--- src/smw_pkg.sv ---
/*
  Shared constants and types for the single-master wrapper and its fabric partner.
  Assumes both ends see one bus clock and one active-low asynchronous reset.
*/
// Function
// - Single-master side treats bus as always owned
// - Unused request output of such master left open
// - Grant input of such master tied high
// - Single-master side sees only OKAY or ERROR
// - Lock follows request timing, retimed from the single-master address-phase lock
// - Lock held constant for a whole burst
// - Lock still driven toward multi-port slaves
// - Single-master clock enable comes from ready
// - Bus request derived from transfer type
// - Wrapper handles ownership loss, early end, SPLIT/RETRY
// - Rebuild remaining burst after early termination
// - Keep last address, restart after SPLIT/RETRY
// - Slaves accept bursts that end early
// - Burst type and increment signalled, first beat addressed
package smw_pkg;

  localparam logic [1:0] TR_IDLE   = 2'h0;
  localparam logic [1:0] TR_BUSY   = 2'h1;
  localparam logic [1:0] TR_NONSEQ = 2'h2;
  localparam logic [1:0] TR_SEQ    = 2'h3;

  localparam logic [2:0] BU_SINGLE = 3'h0;
  localparam logic [2:0] BU_INCR   = 3'h1;

  localparam logic [1:0] RESP_OKAY  = 2'h0;
  localparam logic [1:0] RESP_ERROR = 2'h1;
  localparam logic [1:0] RESP_RETRY = 2'h2;
  localparam logic [1:0] RESP_SPLIT = 2'h3;

  // Cycles the fabric withholds grant after a SPLIT answer
  localparam logic [3:0] SPLIT_HOLD_CYC = 4'h4;

  typedef enum logic [2:0] {
    PH_WAIT,
    PH_ADDR,
    PH_DATA,
    PH_ERR,
    PH_RETRY
  } smw_phase_t;

  typedef enum logic {
    FS_OK,
    FS_RESP2
  } smw_fab_t;

endpackage

--- src/smw_ahb_if.sv ---
/*
  Full multi-master bus signals between the wrapper and the fabric.
  Assumes the testbench supplies the shared clock and reset to both ends.
*/
`timescale 1ns/100ps
interface smw_ahb_if #(
  parameter int AW = 32,
  parameter int DW = 32
);
  logic          hbusreq;
  logic          hlock;
  logic          hgrant;
  logic [1:0]    htrans;
  logic [AW-1:0] haddr;
  logic          hwrite;
  logic [2:0]    hsize;
  logic [2:0]    hburst;
  logic [DW-1:0] hwdata;
  logic          hready;
  logic [1:0]    hresp;
  logic [DW-1:0] hrdata;

  modport mst (
    output hbusreq, hlock, htrans, haddr, hwrite, hsize, hburst, hwdata,
    input  hgrant, hready, hresp, hrdata
  );

  modport fab (
    input  hbusreq, hlock, htrans, haddr, hwrite, hsize, hburst, hwdata,
    output hgrant, hready, hresp, hrdata
  );
endinterface

--- src/smw_wrapper.sv ---
/*
  Wrapper letting a single-master bus master run on a full multi-master bus.
  Handles one transfer at a time; assumes the single-master side holds its
  address, control and write data while ready is low.
*/
`timescale 1ns/100ps
module smw_wrapper
  import smw_pkg::*;
#(
  parameter int AW = 32,
  parameter int DW = 32
) (
  input  wire logic          i_clk_sys,
  input  wire logic          i_rstn,
  smw_ahb_if.mst             bus,
  input  wire logic [1:0]    i_lite_htrans,
  input  wire logic [AW-1:0] i_lite_haddr,
  input  wire logic          i_lite_hwrite,
  input  wire logic [2:0]    i_lite_hsize,
  input  wire logic [2:0]    i_lite_hburst,
  input  wire logic          i_lite_hmastlock,
  input  wire logic [DW-1:0] i_lite_hwdata,
  output logic               o_lite_hready,
  output logic               o_lite_hresp,
  output logic [DW-1:0]      o_lite_hrdata
);

  smw_phase_t    phase;
  logic          p_valid;
  logic          p_seq;
  logic          p_write;
  logic [AW-1:0] p_addr;
  logic [2:0]    p_size;
  logic [2:0]    p_burst;
  logic          burst_open;

  logic [1:0]    next_htrans;
  logic          next_open;
  logic [2:0]    next_burst;

  wire lite_take = o_lite_hready & i_lite_htrans[1];
  wire lite_end  = o_lite_hready & (i_lite_htrans == TR_IDLE);
  wire grant_now = bus.hgrant & bus.hready;
  wire seq_ok    = burst_open & p_seq;
  wire issue     = (phase == PH_WAIT) & p_valid & grant_now;
  wire bad_resp  = (phase == PH_DATA) & ~bus.hready & (bus.hresp != RESP_OKAY);
  wire is_error  = bus.hresp == RESP_ERROR;
  wire done      = (phase == PH_DATA) & bus.hready;
  wire err_end   = (phase == PH_ERR) & bus.hready;
  wire addr_took = (phase == PH_ADDR) & bus.hready;
  wire keep_open = (phase == PH_ADDR) ? (p_burst != BU_SINGLE) : burst_open;

  // Pending copy of the single-master address phase, kept until the bus completes it
  always_ff @(posedge i_clk_sys or negedge i_rstn) begin
    if (!i_rstn) begin
      p_valid <= 1'b0;
      p_seq   <= 1'b0;
      p_write <= 1'b0;
      p_addr  <= '0;
      p_size  <= 3'h0;
      p_burst <= BU_SINGLE;
    end else if (lite_take) begin
      p_valid <= 1'b1;
      p_seq   <= i_lite_htrans == TR_SEQ;
      p_write <= i_lite_hwrite;
      p_addr  <= i_lite_haddr;
      p_size  <= i_lite_hsize;
      p_burst <= i_lite_hburst;
    end else if (done | err_end) begin
      p_valid <= 1'b0;
    end
  end

  always_ff @(posedge i_clk_sys or negedge i_rstn) begin
    if (!i_rstn) begin
      phase <= PH_WAIT;
    end else begin
      case (phase)
        PH_WAIT: begin
          if (issue) begin
            phase <= PH_ADDR;
          end
        end
        PH_ADDR: begin
          if (bus.hready) begin
            phase <= PH_DATA;
          end
        end
        PH_DATA: begin
          if (bus.hready) begin
            phase <= PH_WAIT;
          end else if (bad_resp) begin
            phase <= is_error ? PH_ERR : PH_RETRY;
          end
        end
        default: begin
          // Retry leaves the pending copy in place so the same address reissues
          if (bus.hready) begin
            phase <= PH_WAIT;
          end
        end
      endcase
    end
  end

  // Transfer type toward the full bus; BUSY fills gaps so a burst survives
  always_comb begin
    next_htrans = TR_IDLE;
    next_open   = 1'b0;
    if (issue) begin
      next_htrans = seq_ok ? TR_SEQ : TR_NONSEQ;
      next_open   = burst_open;
    end else if (!bus.hready) begin
      next_htrans = bad_resp ? TR_IDLE : bus.htrans;
      next_open   = bad_resp ? 1'b0 : burst_open;
    end else if (grant_now && keep_open && !lite_end) begin
      next_htrans = TR_BUSY;
      next_open   = 1'b1;
    end
  end

  // Continuation after a lost grant or retry starts over as an open-ended burst
  always_comb begin
    next_burst = bus.hburst;
    if (issue) begin
      if (seq_ok) begin
        next_burst = bus.hburst;
      end else if (p_seq) begin
        next_burst = BU_INCR;
      end else begin
        next_burst = p_burst;
      end
    end
  end

  always_ff @(posedge i_clk_sys or negedge i_rstn) begin
    if (!i_rstn) begin
      bus.htrans <= TR_IDLE;
      bus.hburst <= BU_SINGLE;
      burst_open <= 1'b0;
      bus.haddr  <= '0;
      bus.hwrite <= 1'b0;
      bus.hsize  <= 3'h0;
    end else begin
      bus.htrans <= next_htrans;
      bus.hburst <= next_burst;
      burst_open <= next_open;
      if (issue) begin
        bus.haddr  <= p_addr;
        bus.hwrite <= p_write;
        bus.hsize  <= p_size;
      end
    end
  end

  // Request and lock toward the arbiter
  always_ff @(posedge i_clk_sys or negedge i_rstn) begin
    if (!i_rstn) begin
      bus.hbusreq <= 1'b0;
      bus.hlock   <= 1'b0;
      bus.hwdata  <= '0;
    end else begin
      bus.hbusreq <= lite_take | p_valid | next_open;
      // Only sampled outside a burst, so lock cannot change mid-burst
      if (o_lite_hready && i_lite_htrans != TR_SEQ && i_lite_htrans != TR_BUSY) begin
        bus.hlock <= i_lite_hmastlock;
      end
      if (addr_took) begin
        bus.hwdata <= i_lite_hwdata;
      end
    end
  end

  // Ready doubles as the single-master clock enable; SPLIT/RETRY never reach it
  always_ff @(posedge i_clk_sys or negedge i_rstn) begin
    if (!i_rstn) begin
      o_lite_hready <= 1'b1;
      o_lite_hresp  <= 1'b0;
      o_lite_hrdata <= '0;
    end else begin
      if (lite_take) begin
        o_lite_hready <= 1'b0;
      end else if (done || err_end) begin
        o_lite_hready <= 1'b1;
      end
      if (bad_resp && is_error) begin
        o_lite_hresp <= 1'b1;
      end else if (o_lite_hready) begin
        o_lite_hresp <= 1'b0;
      end
      if (done) begin
        o_lite_hrdata <= bus.hrdata;
      end
    end
  end

endmodule // smw_wrapper

--- src/flat_wrapper.sv ---
// flat-port wrapper written by rule: the top's interface ports become plain ports
module smw_wrapper_flat import smw_pkg::*;
#(
  parameter int AW = 32,
  parameter int DW = 32
)
  (i_clk_sys, i_rstn, i_lite_htrans, i_lite_haddr, i_lite_hwrite, i_lite_hsize, i_lite_hburst, i_lite_hmastlock, i_lite_hwdata, o_lite_hready, o_lite_hresp, o_lite_hrdata, bus_hbusreq, bus_hlock, bus_htrans, bus_haddr, bus_hwrite, bus_hsize, bus_hburst, bus_hwdata, bus_hgrant, bus_hready, bus_hresp, bus_hrdata);
  smw_ahb_if #(.AW(AW), .DW(DW)) bus_i ();
  input  wire logic i_clk_sys;
  input  wire logic i_rstn;
  input  wire logic [1:0] i_lite_htrans;
  input  wire logic [AW-1:0] i_lite_haddr;
  input  wire logic i_lite_hwrite;
  input  wire logic [2:0] i_lite_hsize;
  input  wire logic [2:0] i_lite_hburst;
  input  wire logic i_lite_hmastlock;
  input  wire logic [DW-1:0] i_lite_hwdata;
  output logic o_lite_hready;
  output logic o_lite_hresp;
  output logic [DW-1:0] o_lite_hrdata;
  output wire logic [$bits(bus_i.hbusreq)-1:0] bus_hbusreq;
  output wire logic [$bits(bus_i.hlock)-1:0] bus_hlock;
  output wire logic [$bits(bus_i.htrans)-1:0] bus_htrans;
  output wire logic [$bits(bus_i.haddr)-1:0] bus_haddr;
  output wire logic [$bits(bus_i.hwrite)-1:0] bus_hwrite;
  output wire logic [$bits(bus_i.hsize)-1:0] bus_hsize;
  output wire logic [$bits(bus_i.hburst)-1:0] bus_hburst;
  output wire logic [$bits(bus_i.hwdata)-1:0] bus_hwdata;
  input wire logic [$bits(bus_i.hgrant)-1:0] bus_hgrant;
  input wire logic [$bits(bus_i.hready)-1:0] bus_hready;
  input wire logic [$bits(bus_i.hresp)-1:0] bus_hresp;
  input wire logic [$bits(bus_i.hrdata)-1:0] bus_hrdata;
  assign bus_hbusreq = bus_i.hbusreq;
  assign bus_hlock = bus_i.hlock;
  assign bus_htrans = bus_i.htrans;
  assign bus_haddr = bus_i.haddr;
  assign bus_hwrite = bus_i.hwrite;
  assign bus_hsize = bus_i.hsize;
  assign bus_hburst = bus_i.hburst;
  assign bus_hwdata = bus_i.hwdata;
  assign bus_i.hgrant = bus_hgrant;
  assign bus_i.hready = bus_hready;
  assign bus_i.hresp = bus_hresp;
  assign bus_i.hrdata = bus_hrdata;
  smw_wrapper #(.AW(AW), .DW(DW)) u_core (.i_clk_sys(i_clk_sys), .i_rstn(i_rstn), .bus(bus_i), .i_lite_htrans(i_lite_htrans), .i_lite_haddr(i_lite_haddr), .i_lite_hwrite(i_lite_hwrite), .i_lite_hsize(i_lite_hsize), .i_lite_hburst(i_lite_hburst), .i_lite_hmastlock(i_lite_hmastlock), .i_lite_hwdata(i_lite_hwdata), .o_lite_hready(o_lite_hready), .o_lite_hresp(o_lite_hresp), .o_lite_hrdata(o_lite_hrdata));
endmodule
--- config.mk ---
export PLATFORM = sky130hd
export DESIGN_NAME = smw_wrapper_flat
export DESIGN_NICKNAME = d
export VERILOG_FILES = /design/src/smw_pkg.sv /design/src/smw_ahb_if.sv /design/src/smw_wrapper.sv /design/src/flat_wrapper.sv
export SDC_FILE = /design/constraint.sdc
export NUM_CORES = 1
export LEC_CHECK = 0
export BUFFER_PORTS_ARGS = -buffer_cell sky130_fd_sc_hd__buf_2
export CORE_MARGIN = 2
export CORE_UTILIZATION = 30
export CTS_BUF_LIST = sky130_fd_sc_hd__clkbuf_16
export DETAILED_ROUTE_END_ITERATION = 8
export GPL_ROUTABILITY_DRIVEN = 0
export PLACE_DENSITY = 0.52
export SYNTH_ARGS = -nofsm -noshare
export SYNTH_HDL_FRONTEND = slang
export SYNTH_SLANG_ARGS = --single-unit
--- constraint.sdc ---
create_clock -name i_clk_sys -period 1.8 [get_ports i_clk_sys]
set_clock_uncertainty 0.05 [all_clocks]
set_input_delay 0.45 -clock i_clk_sys [delete_from_list [all_inputs] [get_ports i_clk_sys]]
set_output_delay 0.45 -clock i_clk_sys [all_outputs]
set_load 0.02 [all_outputs]
==> results.md, run 1 <==
- The count of buffers inserted at the top-level ports is 220.
- The final sum of negative setup slack is 0 ns.
- The count of TritonRoute iterations in the first routing pass is 6.
- For the pin with the worst max-slew slack, the measured transition is roughly 0.37 ns.
- TritonCTS built the clock tree.
- The largest net degree at the start of global routing is 52.
- By startpoint and endpoint, the worst setup path is classified as flip-flop to flip-flop.
- The initial detailed-routing violation count is between 100 and 150.
- The most common cell after layout, fill and taps aside is sky130_fd_sc_hd__buf_2.
- The total core area is 20,200 um^2.
- Summed over all layers, the routed wires come to roughly 15,000 um.
- The fraction of layout cells with a size suffix above 1 is 54.8%.
- Summing all multi-input logic gate instances after layout gives between 2000 and 2500 um^2.
- The area growth from synthesis to final layout is 32.3%.
- The initial antenna violation count is 3.
- The cell area after synthesis is between 6000 and 7000 um^2.
- For this run, the top clock speed supported by timing is approximately 580 MHz.
- The classification of the worst-slack hold path is primary input to flip-flop.
- The met3 global-route usage is under 10%.
- Of all flip-flops after synthesis, the portion carrying an async set or reset was 100%.
- The cell leakage power is about 4.6 nW.
- The remaining global-route overflow is 0.
- The initialized floorplan defines 52 standard-cell rows.
- STA classifies the critical path startpoint as a flip-flop.
- No sink is reached through more buffers than the 2 on the longest clock path.
- At the end of the flow the core is filled with cells to 40.5%.
- The number of flops mapped to enable cells by yosys is 0.
- The count of pins on the block boundary is around 220.
- The number of failing setup endpoints in the final timing report is 0.
- For met2 alone, demand over resource in global routing was 21.7%.
- The most used flip-flop cell after synthesis is sky130_fd_sc_hd__dfrtp_1.
- Of all nets on the critical path, the largest fanout is 18.
- The post-detailed-route wirelength per cell is roughly 15 um.
- The initial standard-cell utilization of the core is around 31%.
- The via count of the first global-routing pass is approximately 4.5k.
- The global routing's busiest layer is met2.
- The first global-routing pass estimated between 20,000 and 25,000 um of wire.
- STA puts the critical path data arrival time at between 1.5 and 2 ns.
- Measured against its own limit, the worst slew margin works out to 75.0%.
- The worst path in the final design needs a cycle of approximately 1.7 ns, including I/O delays and setup.
- The buffer count from post-CTS setup fixing is 0.
- The final hold violation count was 0.
- The run finished with clean final reports.
- The sequential cell area is 3850 um^2.
- The clock drives about 150 sinks.
- In this run the remaining antenna-violating nets after routing total 0.
- IR analysis of the VDD net gives a maximum drop of approximately 0.55 mV.
- After synthesis, flip-flops and latches occupy between 60% and 70% of the total area.
- The number of nets in the synthesized netlist is between 500 and 600.
- The register bit total from synthesis is approximately 150.
- In this run the vertical extent of the chip is 148 um.
- The floorplan step set the die width to roughly 150 um.
- The max-capacitance violation count is 0.
- The required time of the critical path is 2.04 ns.
- The CTS clock-pin slew for the worst setup and hold paths is roughly 0.06 ns.
- The count of distinct cell types in the synthesized netlist is 37.
- The average footprint of a synthesized cell is between 10 and 15 um^2.
- In the layout the commonest cells are 219 x sky130_fd_sc_hd__buf_2, 153 x sky130_fd_sc_hd__dfrtp_1, 118 x sky130_fd_sc_hd__nand2_1, 61 x sky130_fd_sc_hd__mux2_4, 45 x sky130_fd_sc_hd__mux2_2.
- The critical path endpoint category is a flip-flop.
- The final number of max-transition violations came to 0.
- The ratio of routed vias to standard cells is 4.39.
- At the end of the flow, the number of nets in the layout was 786.
- During synthesis, Yosys emitted a total of 0 warnings.
- Setup repair after global routing left no endpoint under its margin.
- The detailed placer's ending HPWL is slightly above 10,000 um.
- The post-route clock period utilization is between 90 and 100%.
- In the post-route analysis, the smallest setup slack over all paths is 0.0673 ns.
- The H-tree generated during clock tree synthesis spans 4 levels.
- Global routing used 13.9% of the available tracks.
- In the routed design, unresolved DRC markers number 0.
- In this run the power density over the cells is 833 nW/um^2.
- At the later pin of the worst-skew pair, clock insertion delay measures 0.41 ns.
- The die covers ~22,000 um^2.
- The pre-CTS setup slack is 0.0877 ns.
- Counting the buffers created by CTS gives 17.
- The count of fill cells added during filler insertion is approximately 1.9k.
- The synthesized instance count is 444.
- Detailed routing inserted a total of between 4k and 5k vias.
- The power consumption is ~7 mW.
- The root buffer cell is sky130_fd_sc_hd__clkbuf_16.
- Global routing used about 18% of the available met1 tracks.
==> worst max-delay path, cell delays in order (launching register included) <==
cell and delay (ns):
sky130_fd_sc_hd__dfrtp_1 0.48, sky130_fd_sc_hd__nor3b_4 0.28, sky130_fd_sc_hd__and2_2 0.26, sky130_fd_sc_hd__buf_12 0.20, sky130_fd_sc_hd__mux2_2 0.35
==> state kept, by name, indices dropped and copies added (netlist names) <==
signal                cells
u_core.bus.haddr         32
u_core.bus.hburst         3
u_core.p_seq              1
u_core.o_lite_hready      1
u_core.p_write            1
u_core.p_burst            3
u_core.p_size             3
u_core.p_addr            32
u_core.bus.htrans         2
u_core.bus.hbusreq        1
u_core.bus.hwdata        32
u_core.phase              3
u_core.bus.hwrite         1
u_core.o_lite_hresp       1
u_core.bus.hlock          1
u_core.burst_open         1
u_core.p_valid            1
u_core.bus.hsize          3
u_core.o_lite_hrdata     32
==> where the power goes <==
part,total (mW),switching (mW),internal (mW)
logic,0.232,0.121,0.111
clock network,3.13,1.40,1.73
registers,3.46,0.000845,3.46
total,6.83,1.52,5.31
==> synthesized netlist by cell type, types with 2 or more instances <==
cell type                    n  area (um^2)
sky130_fd_sc_hd__inv_1       6         22.5
sky130_fd_sc_hd__clkbuf_1    2         7.51
sky130_fd_sc_hd__a22o_1      2         17.5
sky130_fd_sc_hd__mux2_4     61          916
sky130_fd_sc_hd__buf_2      10         50.1
sky130_fd_sc_hd__a31oi_1     3         18.8
sky130_fd_sc_hd__buf_12      3         60.1
sky130_fd_sc_hd__nand2_1   119          447
sky130_fd_sc_hd__buf_6       6         67.6
sky130_fd_sc_hd__a21oi_1     2         10.0
sky130_fd_sc_hd__nand3_1     2         10.0
sky130_fd_sc_hd__nand4b_1    2         17.5
sky130_fd_sc_hd__o21ai_0     4         20.0
sky130_fd_sc_hd__nor2b_1     2         12.5
sky130_fd_sc_hd__dfrtp_1   153         3830
sky130_fd_sc_hd__nor2_1      2         7.51
sky130_fd_sc_hd__mux2_2     45          507
==> cell type report <==
type                       instances  area share [%]
antenna                            1          0.0305
clock buffer                      17            5.19
clock inverter                    14            1.05
inverter                           6           0.275
multi-input combinational        261            26.1
sequential                       154            47.0
tap                              270            4.12
timing repair buffer             234            16.2
==> path summary, 6_finish.rpt <==
check | to | startpoint | depth (start not counted) | slack [ns]
worst min register to register | u_core.bus.haddr[28] | u_core.p_addr[28] | 2 | 0.41
min in group asynchronous | u_core.bus.haddr[18] | i_rstn | 2 | 0.37
max in group asynchronous | u_core.o_lite_hready | i_rstn | 3 | 0.78
worst max register to register | u_core.bus.hwdata[1] | u_core.phase[0] | 4 | 0.07
worst max-delay path | u_core.bus.hwdata[1] | u_core.phase[0] | 4 | 0.07
worst min-delay path | u_core.o_lite_hready | i_lite_htrans[1] | 2 | 0.18
==> per-stage QoR <==
stage / hold WS, ns / cells / area (um^2)
6_report: 0.185 / 957 / 8200
3_5_place_dp: 0.234 / 924 / 7670
3_3_place_gp: 0.232 / 924 / 7670
2_1_floorplan: 0.104 / 444 / 6200
5_1_grt: 0.190 / 957 / 8200
4_1_cts: 0.165 / 956 / 8190
==> what timing repair did <==
action / 4_1_cts / 5_1_grt
gates resized for setup: 0 / 2
endpoints found under the hold margin: 10 / 0
setup endpoints to repair: 0 / 5
hold buffers: 1 / 0
==> routing by layer <==
layer	share of wire, %	wire (um)
met4	1.6	233
met3	8.9	1290
met1	44	6370
met5	0.19	27
met2	46	6620
==> logic make-up (layout without fill, tap and decap cells) <==
group,after synthesis,after routing,synth area share (%)
other cells,0,1,0
buf+inv,29,271,3.53
compound gates,16,16,1.66
simple gates,138,138,9.49
mux,107,107,23.1
flops,154,154,62.2
No activity file was read; power rests on OpenSTA's default activity.
==> run 2: changes to the inputs <==
CORE_UTILIZATION = 40   (was 30)
PLACE_DENSITY = 0.66   (was 0.52)
==> results.md, run 2 (same netlist as run 1, synthesis figures left out) <==
- The cell leakage power is between 4 and 5 nW.
- The count of buffers inserted at the top-level ports is between 200 and 250.
- The count of standard-cell rows is 45.
- The critical path class is flip-flop to flip-flop.
- The initial antenna violation count came to 2.
- After layout, the worst path uses between 90 and 100% of the clock period.
- Final hold analysis gives a worst-case slack of about 0.18 ns.
- In the layout the commonest cells are 219 x sky130_fd_sc_hd__buf_2, 152 x sky130_fd_sc_hd__dfrtp_1, 118 x sky130_fd_sc_hd__nand2_1, 61 x sky130_fd_sc_hd__mux2_4, 45 x sky130_fd_sc_hd__mux2_2.
- The pin slew with the least headroom to its limit is 0.413 ns.
- The root buffer cell is sky130_fd_sc_hd__clkbuf_16.
- The final number of max-transition violations is 0.
- TritonCTS built the clock tree.
- Summing all flip-flop and latch instances after layout gives 3860 um^2.
- In the final layout, the share of cells above drive strength 1 is between 50% and 60%.
- The initial standard-cell utilization of the core is around two fifths.
- Entering global routing, the biggest net connects 40 pins.
- Across the run, the number of max-cap violations was 0.
- The floorplan step defined a die boundary enclosing 16,500 um^2.
- The count of pins on the block boundary is 221.
- The routed design could run at a clock period as short as 1.72 ns.
- The number of H-tree levels is 4.
- The final hold violation count was 0.
- Counting along the longest clock path gives a buffer depth of 2.
- The worst supply voltage drop on vdd is roughly 0.62 mV.
- The final sum of negative setup slack is 0 ns.
- The number of failing setup endpoints in the final timing report is 0.
- The initial detailed-routing violation count is approximately 140.
- The first global-routing pass estimated roughly 22,000 um of wire.
- The total non-filler cell area in the finished layout is ~8000 um^2.
- TritonCTS created 17 clock buffers.
- The detailed placer's ending HPWL is between 9000 and 10,000 um.
- Static timing analysis puts the maximum clock frequency at between 500 and 600 MHz.
- At the worst endpoint, the arrival time is approximately 2 ns.
- Setup repair after global routing left no endpoint under its margin.
- The headroom to the max-slew limit is 72.3%.
- STA classifies the critical path endpoint as a flip-flop.
- The height of the die is roughly 130 um.
- The standard cell area after detailed placement is roughly 7600 um^2.
- The min-delay analysis places its worst path in the category primary input to flip-flop.
- For flop-to-flop paths, the worst setup slack is roughly 0.085 ns.
- The cell count after placement is 845.
- Counting the fill cells in the layout gives 1,286.
- The ratio of routed vias to standard cells is ~4.7.
- The worst setup path is launched from a flip-flop.
- The number of nets in the layout is 789.
- The width of the die is 128 um.
- Once detail routing completed, the nets flagged for antenna violations numbered 0.
- Data on the critical path is required at its endpoint by 2.04 ns.
- In this run the standard cell core region covers 15,100 um^2.
- The largest fanout on the critical path is 19.
- The post-detailed-route wirelength per cell is about 16 um.
- The via count of the first global-routing pass is approximately 4.4k.
- The count of TritonRoute iterations in the first routing pass is 4.
- For this run, design rule violations remaining after detail routing come to 0.
- The remaining global-route overflow is 0.
- For this block, the via count after detailed routing is around 4.2k.
- The most common cell after layout, fill and taps aside is sky130_fd_sc_hd__buf_2.
- The clock insertion delay at the later pin of the skew report is between 0.4 and 0.5 ns.
- The count of placed standard cells in the final layout, fillers left out is about 900.
- Power spread over the standard cell area amounts to between 800 and 900 nW/um^2.
- The routed wire length is approximately 14,000 um.
- The clock sink count is between 150 and 200.
- The multi-input combinational cells in the finished layout cover a total of ~2100 um^2.
- The CTS clock-pin slew for the worst setup and hold paths is around 0.06 ns.
- Across all setup checks in the final design, the least slack found is approximately 0.085 ns.
- At the placement stage, the worst setup path has a slack of around 0.02 ns.
- The buffer count from post-CTS setup fixing is 0.
- Across every metal layer, demand over resource in global routing totals 17.2%.
- Relative to the synthesized area, the layout overhead comes to 31.9%.
- The flow ran to the end, and the final reports show no timing, DRC or antenna violations.
[run 2: layer usage]
layer  track usage, %  vias up  routed length, um
met2             28.7      163               6660
met4             4.91        0                179
met1             19.9     2037               5690
met3             8.02       14               1350
met5                0        -                  0
li1                 -     1955                  -
[run 2: worst paths after layout]
| kind | cells past startpoint | endpoint | from |
|---|---|---|---|
| worst max-delay path | 4 | u_core.bus.hwdata[1] | u_core.phase[2] |
| worst min-delay path | 2 | u_core.o_lite_hready | i_lite_htrans[1] |
| worst max register to register | 4 | u_core.bus.hwdata[1] | u_core.phase[2] |
| worst min register to register | 2 | u_core.bus.haddr[10] | u_core.p_addr[10] |
| max in group asynchronous | 3 | u_core.o_lite_hready | i_rstn |
| min in group asynchronous | 2 | u_core.bus.haddr[22] | i_rstn |
[run 2: cell type report]
type	instances	area share [%]
sequential	154	47.2
tap	188	2.88
multi-input combinational	261	26.2
timing repair buffer	237	16.5
antenna	1	0.0306
clock inverter	15	1.73
clock buffer	17	5.21
inverter	6	0.276
[run 2: power by group]
part | internal [mW] | leakage [nW] | switching [mW]
Clock | 1.93 | 0.276 | 1.48
Sequential | 3.46 | 2.14 | 0.000671
Combinational | 0.112 | 2.27 | 0.121
[run 2: worst max-delay path, stage by stage (launching register included)]
cell	delay, ns
sky130_fd_sc_hd__dfrtp_1	0.48
sky130_fd_sc_hd__nor3b_4	0.27
sky130_fd_sc_hd__and2_2	0.24
sky130_fd_sc_hd__buf_12	0.20
sky130_fd_sc_hd__mux2_2	0.35
[run 2: what timing repair did]
action,CTS,global route
hold buffers,1,0
hold endpoints to repair,30,0
resized for setup,0,3
setup endpoints to repair,0,26
[run 2: metrics by stage]
| step | util, % | power (mW) |
|---|---|---|
| 2_1_floorplan | - | 3.55 |
| 4_1_cts | 53.9 | 7.22 |
| 6_report | 54.0 | 7.10 |
| 3_5_place_dp | 50.1 | 3.76 |
| 5_1_grt | 54.0 | 7.40 |
| 3_3_place_gp | 50.1 | 3.76 |
